## config.mk

```make
export PLATFORM = sky130hd
export DESIGN_NAME = eccs_host
export DESIGN_NICKNAME = d
export VERILOG_FILES = /design/src/hdl/eccs_pkg.sv /design/src/hdl/eccs_syn_classify.sv /design/src/hdl/eccs_host.sv
export SDC_FILE = /design/constraint.sdc
export NUM_CORES = 1
export LEC_CHECK = 0
export BUFFER_PORTS_ARGS = -buffer_cell sky130_fd_sc_hd__buf_4
export CAP_MARGIN = 20
export CELL_PAD_IN_SITES_DETAIL_PLACEMENT = 1
export CELL_PAD_IN_SITES_GLOBAL_PLACEMENT = 2
export CORE_UTILIZATION = 33
export DETAILED_ROUTE_END_ITERATION = 10
export GPL_ROUTABILITY_DRIVEN = 0
export PLACE_DENSITY = 0.91
export SYNTH_ARGS = -nofsm -noshare
export SYNTH_HDL_FRONTEND = slang
export SYNTH_SLANG_ARGS = --single-unit
```

## constraint.sdc

```tcl
create_clock -name clock -period 2.6 [get_ports clock]
set_input_delay 0.13 -clock clock [delete_from_list [all_inputs] [get_ports clock]]
set_output_delay 0.13 -clock clock [all_outputs]
set_load 0.02 [all_outputs]
```

## src/hdl/eccs_pkg.sv

```systemverilog
// Package for the host-side controller of a cascadable error-correcting slice.
// Summary of operation
// - In 32-bit use the first slice feeds partial check bits to the second.
// - Wider than 32 bits, outside XOR logic combines slice outputs into the field.
// - One slice covers 16 data and 6 check bits; two cover 32 and 7.
// - For 48 bits drop slice 64A and use XNOR for syndrome bits one and two.
`default_nettype none
package eccs_pkg;
  // Word geometry of one slice.
  localparam int DATA_W    = 16;
  localparam int CHECK_W   = 7;
  localparam int PARTIAL_W = 6;
  localparam int CASC_W    = 8;
  localparam int ADDR_W    = 8;
  localparam int IRQ_W     = 4;

  // Software register byte offsets.
  localparam logic [7:0] REG_CTRL   = 8'h00;
  localparam logic [7:0] REG_WDATA  = 8'h04;
  localparam logic [7:0] REG_WCHECK = 8'h08;
  localparam logic [7:0] REG_CASC   = 8'h0c;
  localparam logic [7:0] REG_EXT    = 8'h10;
  localparam logic [7:0] REG_RDATA  = 8'h14;
  localparam logic [7:0] REG_RSYN   = 8'h18;
  localparam logic [7:0] REG_STATUS = 8'h1c;
  localparam logic [7:0] REG_IRQ    = 8'h20;
  localparam logic [7:0] REG_MASK   = 8'h24;

  // Field positions.
  localparam int CTRL_START  = 0;
  localparam int CTRL_MODE   = 1;
  localparam int CASC_SYN_IN = 8;
  localparam int EXT_XNOR    = 8;
  localparam int RSYN_SINGLE = 8;
  localparam int RSYN_ERR    = 9;
  localparam int RSYN_ZERO   = 10;
  localparam int RSYN_DOUBLE = 11;
  localparam int RSYN_ODD    = 12;
  localparam int IRQ_DONE    = 0;
  localparam int IRQ_ERROR   = 1;
  localparam int IRQ_SINGLE  = 2;
  localparam int IRQ_MISMATCH = 3;

  // Reset values.
  localparam logic [IRQ_W-1:0]   MASK_RESET = 4'h0;
  localparam logic [CHECK_W-1:0] EXT_RESET  = 7'h00;

  // Timing: the slice is asynchronous, so the open window waits a settle time, then the hold waits SYNC_CYC cycles.
  localparam int CLK_PERIOD_PS = 5000;
  localparam int SETTLE_NS     = 20;
  localparam int SETTLE_CYC    = (SETTLE_NS * 1000 + CLK_PERIOD_PS - 1) / CLK_PERIOD_PS;
  localparam int SYNC_CYC      = 3;
  localparam int CNT_W         = 4;

  // Operating modes: bit 1 clear means generate select high.
  typedef enum logic [1:0] {
    ECCS_MODE_WRITE   = 2'h0,
    ECCS_MODE_DIAG    = 2'h1,
    ECCS_MODE_CORRECT = 2'h2,
    ECCS_MODE_CHECK   = 2'h3
  } eccs_mode_t;

  typedef enum logic [2:0] {
    ECCS_IDLE,
    ECCS_OPEN,
    ECCS_HOLD,
    ECCS_CAPTURE
  } eccs_state_t;
endpackage
`default_nettype wire

```

## src/hdl/eccs_syn_classify.sv

```systemverilog
// Syndrome classifier: zero, odd weight and double-error decode.
`default_nettype none
module eccs_syn_classify (
  input  wire logic [eccs_pkg::CHECK_W-1:0] syndrome,
  output logic                              syn_zero,
  output logic                              syn_odd,
  output logic                              syn_double
);
  // Weight parity decides the class; zero is its own case.
  always_comb begin
    syn_zero   = (syndrome == '0);
    syn_odd    = ^syndrome;
    syn_double = !syn_zero && !syn_odd;
  end
endmodule
`default_nettype wire

```

## src/hdl/eccs_host.sv

```systemverilog
// Host controller that drives one error-correcting slice through its pins.
`default_nettype none
module eccs_host (
  input  wire logic                                clock,
  input  wire logic                                resetn,
  input  wire logic [eccs_pkg::ADDR_W-1:0]         addr,
  input  wire logic [31:0]                         wr_data,
  input  wire logic                                wr_strobe,
  input  wire logic                                rd_strobe,
  output logic      [31:0]                         rd_data,
  output logic                                     irq,
  output logic      [eccs_pkg::DATA_W-1:0]         slice_data_in,
  output logic      [eccs_pkg::CHECK_W-1:0]        slice_check_in,
  output logic                                     check_generate_select,
  output logic                                     correct_inhibit,
  output logic                                     output_latch_open,
  output logic      [eccs_pkg::PARTIAL_W-1:0]      partial_checkbit_in,
  output logic      [eccs_pkg::CASC_W-1:0]         cascade_syndrome_in,
  input  wire logic [eccs_pkg::DATA_W-1:0]         slice_data_out,
  input  wire logic [eccs_pkg::CHECK_W-1:0]        syndrome_checkbit_out,
  input  wire logic                                single_error_flag,
  input  wire logic                                error_flag
);
  localparam int SW = eccs_pkg::DATA_W + eccs_pkg::CHECK_W + 2;
  localparam logic [eccs_pkg::CNT_W-1:0] SETTLE_N = eccs_pkg::CNT_W'(eccs_pkg::SETTLE_CYC);
  localparam logic [eccs_pkg::CNT_W-1:0] SYNC_N   = eccs_pkg::CNT_W'(eccs_pkg::SYNC_CYC);

  typedef struct packed {
    eccs_pkg::eccs_state_t             state;
    logic [eccs_pkg::CNT_W-1:0]        cnt;
    logic [SW-1:0]                     sync1;
    logic [SW-1:0]                     sync2;
    logic [eccs_pkg::DATA_W-1:0]       wdata;
    logic [eccs_pkg::CHECK_W-1:0]      wcheck;
    logic [eccs_pkg::PARTIAL_W-1:0]    partial;
    logic [eccs_pkg::CASC_W-1:0]       casc;
    logic [eccs_pkg::CHECK_W-1:0]      ext;
    logic                              xnor12;
    eccs_pkg::eccs_mode_t              mode;
    logic                              make_check;
    logic                              inhibit;
    logic                              latch_open;
    logic [eccs_pkg::DATA_W-1:0]       rdata;
    logic [eccs_pkg::CHECK_W-1:0]      rsyn;
    logic [4:0]                        rflags;
    logic [eccs_pkg::IRQ_W-1:0]        irqs;
    logic [eccs_pkg::IRQ_W-1:0]        mask;
    logic [31:0]                       rd_data;
    logic                              irq;
  } eccs_host_t;

  eccs_host_t s_q;
  eccs_host_t s_d;

  logic [eccs_pkg::CHECK_W-1:0] full_syn;
  logic                         syn_zero;
  logic                         syn_odd;
  logic                         syn_double;

  // Read-side register decode, shared by the read path.
  function automatic logic [31:0] read_reg(input eccs_host_t s, input logic [7:0] a);
    logic [31:0] r;
    r = 32'h0;
    case (a)
      eccs_pkg::REG_WDATA:  r[eccs_pkg::DATA_W-1:0] = s.wdata;
      eccs_pkg::REG_WCHECK: r[eccs_pkg::CHECK_W-1:0] = s.wcheck;
      eccs_pkg::REG_CASC: begin
        r[eccs_pkg::PARTIAL_W-1:0] = s.partial;
        r[eccs_pkg::CASC_SYN_IN +: eccs_pkg::CASC_W] = s.casc;
      end
      eccs_pkg::REG_EXT: begin
        r[eccs_pkg::CHECK_W-1:0] = s.ext;
        r[eccs_pkg::EXT_XNOR] = s.xnor12;
      end
      eccs_pkg::REG_RDATA: r[eccs_pkg::DATA_W-1:0] = s.rdata;
      eccs_pkg::REG_RSYN: begin
        r[eccs_pkg::CHECK_W-1:0] = s.rsyn;
        r[eccs_pkg::RSYN_SINGLE +: 5] = s.rflags;
      end
      // Busy, and the mode of the last started operation for software to confirm.
      eccs_pkg::REG_STATUS: begin
        r[0]                         = (s.state != eccs_pkg::ECCS_IDLE);
        r[eccs_pkg::CTRL_MODE +: 2] = s.mode;
      end
      eccs_pkg::REG_IRQ:    r[eccs_pkg::IRQ_W-1:0] = s.irqs;
      eccs_pkg::REG_MASK:   r[eccs_pkg::IRQ_W-1:0] = s.mask;
      default:              r = 32'h0;
    endcase
    return r;
  endfunction

  // Slice outputs after the synchroniser: data, syndrome, single flag, error flag.
  // The external combine stands in for the XOR gates of a wide word; with ext left
  // at zero and no inversion it is the slice's own syndrome.
  always_comb begin
    full_syn = s_q.sync2[2 +: eccs_pkg::CHECK_W] ^ s_q.ext;
    if (s_q.xnor12) begin
      full_syn[2:1] = ~full_syn[2:1];
    end
  end

  eccs_syn_classify u_classify (
    .syndrome   (full_syn),
    .syn_zero   (syn_zero),
    .syn_odd    (syn_odd),
    .syn_double (syn_double)
  );

  // Next-state logic: register writes, the pin sequence and the interrupt bits.
  always_comb begin
    logic [eccs_pkg::IRQ_W-1:0] set;
    logic [eccs_pkg::IRQ_W-1:0] clr;
    logic                       mism;
    set   = '0;
    clr   = '0;
    mism  = 1'b0;
    s_d   = s_q;
    s_d.sync1 = {slice_data_out, syndrome_checkbit_out, single_error_flag, error_flag};
    s_d.sync2 = s_q.sync1;
    s_d.rd_data = rd_strobe ? read_reg(s_q, addr) : 32'h0;
    if (wr_strobe) begin
      case (addr)
        eccs_pkg::REG_WDATA:  s_d.wdata = wr_data[eccs_pkg::DATA_W-1:0];
        eccs_pkg::REG_WCHECK: s_d.wcheck = wr_data[eccs_pkg::CHECK_W-1:0];
        eccs_pkg::REG_CASC: begin
          s_d.partial = wr_data[eccs_pkg::PARTIAL_W-1:0];
          s_d.casc    = wr_data[eccs_pkg::CASC_SYN_IN +: eccs_pkg::CASC_W];
        end
        eccs_pkg::REG_EXT: begin
          s_d.ext    = wr_data[eccs_pkg::CHECK_W-1:0];
          s_d.xnor12 = wr_data[eccs_pkg::EXT_XNOR];
        end
        eccs_pkg::REG_IRQ:  clr = wr_data[eccs_pkg::IRQ_W-1:0];
        eccs_pkg::REG_MASK: s_d.mask = wr_data[eccs_pkg::IRQ_W-1:0];
        default: ;
      endcase
    end
    case (s_q.state)
      eccs_pkg::ECCS_IDLE: begin
        s_d.latch_open = 1'b0;
        if (wr_strobe && addr == eccs_pkg::REG_CTRL && wr_data[eccs_pkg::CTRL_START]) begin
          s_d.mode       = eccs_pkg::eccs_mode_t'(wr_data[eccs_pkg::CTRL_MODE +: 2]);
          s_d.make_check = !wr_data[eccs_pkg::CTRL_MODE + 1];
          s_d.inhibit    = wr_data[eccs_pkg::CTRL_MODE];
          s_d.latch_open = 1'b1;
          s_d.cnt     = SETTLE_N;
          s_d.state   = eccs_pkg::ECCS_OPEN;
        end
      end
      eccs_pkg::ECCS_OPEN: begin
        // Latches stay open until the asynchronous slice paths have settled.
        s_d.cnt = s_q.cnt - 1'b1;
        if (s_q.cnt == 1) begin
          s_d.latch_open = 1'b0;
          s_d.cnt   = SYNC_N;
          s_d.state = eccs_pkg::ECCS_HOLD;
        end
      end
      eccs_pkg::ECCS_HOLD: begin
        // Wait out the synchroniser so the sampled values are the held ones.
        s_d.cnt = s_q.cnt - 1'b1;
        if (s_q.cnt == 1) begin
          s_d.state = eccs_pkg::ECCS_CAPTURE;
        end
      end
      eccs_pkg::ECCS_CAPTURE: begin
        s_d.rdata  = s_q.sync2[SW-1 -: eccs_pkg::DATA_W];
        s_d.rsyn   = full_syn;
        s_d.rflags = {syn_odd, syn_double, syn_zero, s_q.sync2[0], s_q.sync2[1]};
        if (s_q.make_check) begin
          mism = s_q.sync2[1] || s_q.sync2[0];
        end else begin
          mism = (s_q.sync2[0] == syn_zero) || (s_q.sync2[1] && !s_q.sync2[0]);
        end
        set[eccs_pkg::IRQ_DONE]     = 1'b1;
        set[eccs_pkg::IRQ_ERROR]    = s_q.sync2[0] && !s_q.make_check;
        set[eccs_pkg::IRQ_SINGLE]   = s_q.sync2[1] && !s_q.make_check;
        set[eccs_pkg::IRQ_MISMATCH] = mism;
        s_d.state = eccs_pkg::ECCS_IDLE;
      end
      default: s_d.state = eccs_pkg::ECCS_IDLE;
    endcase
    // Setting wins over a clear in the same cycle.
    s_d.irqs = (s_q.irqs & ~clr) | set;
    s_d.irq  = |(s_d.irqs & s_d.mask);
  end

  // State register; reset puts the slice in write mode with latches closed.
  always_ff @(posedge clock) begin
    if (!resetn) begin
      s_q       <= '0;
      s_q.state <= eccs_pkg::ECCS_IDLE;
      s_q.mode  <= eccs_pkg::ECCS_MODE_WRITE;
      s_q.make_check <= 1'b1;
      s_q.ext   <= eccs_pkg::EXT_RESET;
      s_q.mask  <= eccs_pkg::MASK_RESET;
    end else begin
      s_q <= s_d;
    end
  end

  // Every output is a field of the state register.
  assign rd_data               = s_q.rd_data;
  assign irq                   = s_q.irq;
  assign slice_data_in         = s_q.wdata;
  assign slice_check_in        = s_q.wcheck;
  assign check_generate_select = s_q.make_check;
  assign correct_inhibit       = s_q.inhibit;
  assign output_latch_open     = s_q.latch_open;
  assign partial_checkbit_in   = s_q.partial;
  assign cascade_syndrome_in   = s_q.casc;
endmodule
`default_nettype wire

```

## Word level (Yosys, flattened, before mapping)

Cells that the tools add are included.

- Add/subtract/negate cells: 1
- Eq/ne operators: 17
- Muxes and demuxes: 23
- Bitwise operators: 6
- Reduce and logical (&&, ||, !) cells: 30

Operators by type and width:

| operator | number |
|---|---|
| 8-bit by 5-bit equality test with 1-bit output, second input constant | 4 |
| 3-bit one-hot mux with 9 select lines | 1 |
| 4-bit 2-to-1 mux | 5 |
| 3-bit one-hot mux with 3 select lines | 2 |
| 8-bit by 4-bit equality test with 1-bit output, second input constant | 2 |
| 8-bit by 6-bit equality test with 1-bit output, second input constant | 2 |
| 4-bit one-hot mux with 4 select lines | 1 |
| 2-bit AND reduction | 8 |
| 7-bit 2-to-1 mux | 2 |
| 2-bit one-hot mux with 6 select lines | 1 |
| 4-bit one-hot mux with 3 select lines | 1 |
| 1-bit one-hot mux with 5 select lines | 2 |
| 4-bit AND | 2 |
| 8-bit by 3-bit equality test with 1-bit output, second input constant | 1 |
| 8-bit zero test | 1 |
| 1-bit one-hot mux with 8 select lines | 1 |
| 7-bit zero test | 1 |
| 7-bit parity | 1 |
| 7-bit XOR | 1 |
| 3-bit by 2-bit equality test with 1-bit output, second input constant | 2 |
| 1-bit logical AND | 6 |
| 2-bit inequality test, second input constant | 3 |
| 3-bit nonzero test | 2 |
| 1-bit zero test | 5 |
| other kinds (16) | 20 |

- Register bits: 176
- Input port bits: 69
- Word-level logic and storage cells: 99

## Longest topological paths before layout

- Word-level depth: 11
- Mapped depth: 8
- Depth with buffers taken out: 8

## Hierarchy

A second synthesis with hierarchy kept.

- Cells, all modules: 726
- Area, all modules: 6840.3 sq um

By module, submodules not included:

| module | instances | cells each | area an instance (sq um) | seq. area each (sq um) |
|---|---|---|---|---|
| eccs_host | 1 | 712 | 6740.2 | 3163.0 |
| eccs_syn_classify | 1 | 14 | 100.1 | 0.0 |

## Worst setup path after synthesis

OpenSTA, ideal clock, no wires.

- Path kind: reg2reg
- Start point: register s_q[76] (netlist name)
- End point: register s_q (netlist bit irq)
- Arrival time: 1.983 ns
- Required time: 2.478 ns
- Path slack: 0.495 ns
- Cell stages (with the launch flop): 8
- Clock period less this slack: 2.105 ns
- Cell sequence: dfxtp_1 xor2_1 xnor2_1 ha_1 and4_1 or3b_2 a32o_1 a221o_1

- Word-level cells in the longest chain between the ends: 11

RTL lines:

| item | line | RTL |
|---|---|---|
| start, declared | eccs_host.sv:52 | `eccs_host_t s_q;` |
| 7-bit XOR * | eccs_host.sv:96 | `full_syn = s_q.sync2[2 +: eccs_pkg::CHECK_W] ^ s_q.ext;` |
| 2-bit NOT | eccs_host.sv:98 | `full_syn[2:1] = ~full_syn[2:1];` |
| 2-bit 2-to-1 mux * | eccs_host.sv:97 | `if (s_q.xnor12) begin` |
| 7-bit zero test * | eccs_syn_classify.sv:11 | `syn_zero = (syndrome == '0);` |
| 1-bit equality test * | eccs_host.sv:173 | `mism = (s_q.sync2[0] == syn_zero) \|\| (s_q.sync2[1] && !s_q.sync2[0]);` |
| 1-bit logical OR * | eccs_host.sv:173 |  |
| 1-bit 2-to-1 mux * | eccs_host.sv:170 | `if (s_q.make_check) begin` |
| 4-bit 2-to-1 mux * | eccs_host.sv:138 | `case (s_q.state)` |
| 4-bit OR * | eccs_host.sv:184 | `s_d.irqs = (s_q.irqs & ~clr) \| set;` |
| 4-bit AND * | eccs_host.sv:185 | `s_d.irq = \|(s_d.irqs & s_d.mask);` |
| 4-bit OR reduction * | eccs_host.sv:185 |  |

Every way passes the cells marked *; elsewhere a longest branch is shown, timed or not.
A chain may end at the register's enable or synchronous reset.

## Worst setup path after layout

Same ends and word-level chain as after synthesis.

==> run metrics <==
DRC viols 0; antenna violations before repair 0; worst path arrival time 2580 ps; Post-Place Worst Slack 382.0 ps; status complete, no violations; Cell Area, Placed 7485 um^2; Vias/cell 4.780; post-route cell area 8482 um^2; CTS Buf Count 17; post-cts resize count 0; register area share after synthesis 0.4642; routed wire length 18,570 um; Util after Layout 0.4192; final period utilization 0.8706; Pins Over Slew Limit 0; post-synthesis register bit count 158; Slew headroom 0.4914; wire per inst 16.99 um; Synth Instances 722; fraction of layout cells with a size suffix above 1 0.2090; Initial Utilization 0.3368; Worst setup SP type flip-flop; Mapped Area 6814 um^2; final non-filler cell total 1,093; crit-path max FO 4; fin crit period 2264 ps; GR Util All Layers 0.1784; Worst-path clk slew 70 ps; Post-Syn Area per Cell 9.438 um^2; Clk Latency, worst-skew pair 430 ps; CTS tree yes; antenna viol nets, final 0; total gr overflow 0; cell row count 52; Die ar. 21,230 um^2; Max VDD drop 0.4155 mV; DIE HEIGHT 145.7 um; Tightest Pin Transition 756.5 ps; PnR worst setup slack 336.4 ps; initial DRC count 316; post-DP HPWL 13,170 um; core box area 20,230 um^2; postcts setup bufs 0; placed cells 1,023; Req. time, crit path 2920 ps; HP Class input port to flip-flop; clock sink count 158; asr flop ratio synth 0; Vias 5,224; Layout Nets 890; setup TNS 0 ps; diode count 0; internal reg-to-reg setup slack 340 ps; yosys warns 0; max-cap viol count 0; CTS H-tree lvls 4; Cell variety after synth 53; vias in the first global route 5,300; port buffer count 109; first-pass GRT wire length 29,610 um; critical path endpoint category flip-flop; Main synth FF type dfxtp_1; Clock Skew 8.479 ps; pwr/cell area 632.6 nW/um^2; largest net degree at the start of global routing 119; final hold vios 0; Crit Path Category flip-flop to flip-flop; Clock Root Buffer clkbuf_16; hold slack 17.35 ps; drt first pass iters 4; Die Span X 145.7 um; Ports 142; Post-synth EDFFs 0; Finish-stage setup viols 0; Synth-to-Final Area Change 24.48%; RSZ-0062 raised after global routing no; Tot Pwr 5.365 mW; Lkg Pwr 3.300 nW; fmax 441.8 MHz; clk buf depth 2
==> worst paths after layout <==
check | end | from | cells after the start
max | irq | s_q[76] | 7
min | partial_checkbit_in[1] | wr_data[1] | 3
max reg2reg | irq | s_q[76] | 7
min reg2reg | s_q[132] | s_d[132] | 1
==> cell usage after synthesis (3+ instances only) <==
cell      instances  area share
nor3b_1           3      0.0033
buf_2            10      0.0073
nand4_1           3      0.0028
a21boi_0         27       0.030
a21boi_1         16       0.018
nor2_1           16      0.0088
nor3_1            4      0.0029
nor2b_1          39       0.036
xnor2_1          11       0.014
inv_1            10      0.0055
nand3_1          17       0.012
o211a_1           6      0.0088
a22oi_1          25       0.028
or3_1             3      0.0028
o22ai_1           3      0.0028
a31oi_1           8      0.0073
a21oi_1          12      0.0088
a222oi_1          6      0.0088
nand2_1          96       0.053
o21ai_0           9      0.0066
buf_4            70       0.077
ha_1             11       0.020
clkbuf_1         27       0.015
mux2i_1          34       0.050
a22o_1            5      0.0064
and2_1           59       0.054
nor4b_1           3      0.0039
dfxtp_1         158        0.46
==> repair_timing <==
action | in CTS | in global routing
endpoints found under the setup margin | 0 | 0
hold endpoints to repair | 51 | 0
hold buffers | 38 | 0
==> state kept, by name, summed over array words and instances (netlist names) <==
| register | count |
|---|---|
| output_latch_open | 1 |
| check_generate_select | 1 |
| partial_checkbit_in | 6 |
| rd_data | 16 |
| cascade_syndrome_in | 8 |
| s_q | 77 |
| slice_check_in | 7 |
| s_d | 25 |
| slice_data_in | 16 |
| irq | 1 |
==> final cells by class <==
| cell class | count | area (um^2) |
|---|---|---|
| multi-input combinational | 461 | 3003 |
| fill | 2281 | 11750 |
| tap | 270 | 337.8 |
| clock buffer | 17 | 425.4 |
| sequential | 158 | 3163 |
| inverter | 10 | 37.54 |
| clock inverter | 15 | 191.4 |
| timing repair buffer | 162 | 1324 |
==> cells in the final DEF (no fill, tap or decap), drive strengths merged, types with 12 or more instances in the layout <==
cell / instances
nand2: 96
conb: 16
and2: 60
a21oi: 12
mux2i: 34
nor2b: 39
a21boi: 43
clkbuf: 17
dlygate4sd3: 38
nor2: 16
inv: 19
nand3: 18
buf: 124
a22oi: 25
dfxtp: 158
==> layer usage <==
layer | wire length (um) | vias to the layer above | track usage
met3 | 805 | 28 | 0.03166
met2 | 8313 | 154 | 0.2811
li1 | - | 2552 | -
met4 | 459 | 0 | 0.07684
met5 | 0 | - | 0
met1 | 8988 | 2490 | 0.2393
==> cells by family after synthesis <==
family                   Yosys count  share of synthesized area
AND/OR/NAND/NOR                  257                     0.2020
flip-flops                       158                     0.4642
AO/OA/AOI/OAI                    129                     0.1392
buffers and inverters            118                     0.1056
multiplexers                      35                    0.05160
XOR/XNOR                          13                    0.01671
adder cells (fa/ha/maj)           11                    0.02020
other                              1                  0.0005503
==> power breakdown <==
group	leakage (nW)	switching, mW	internal (mW)	total, mW
registers	1.28	0.0156	2.46	2.47
clock network	0.300	1.18	1.39	2.57
logic	1.72	0.162	0.159	0.321
==> critical path, stage by stage, from the launching register on <==
cell and delay [ps]:
dfxtp_1 370, xor2_1 200, xnor2_1 110, ha_1 200, and4_1 240, or3b_2 450
a32o_1 280, a221o_1 300
Note: power is estimated with default switching activity, not from simulation.
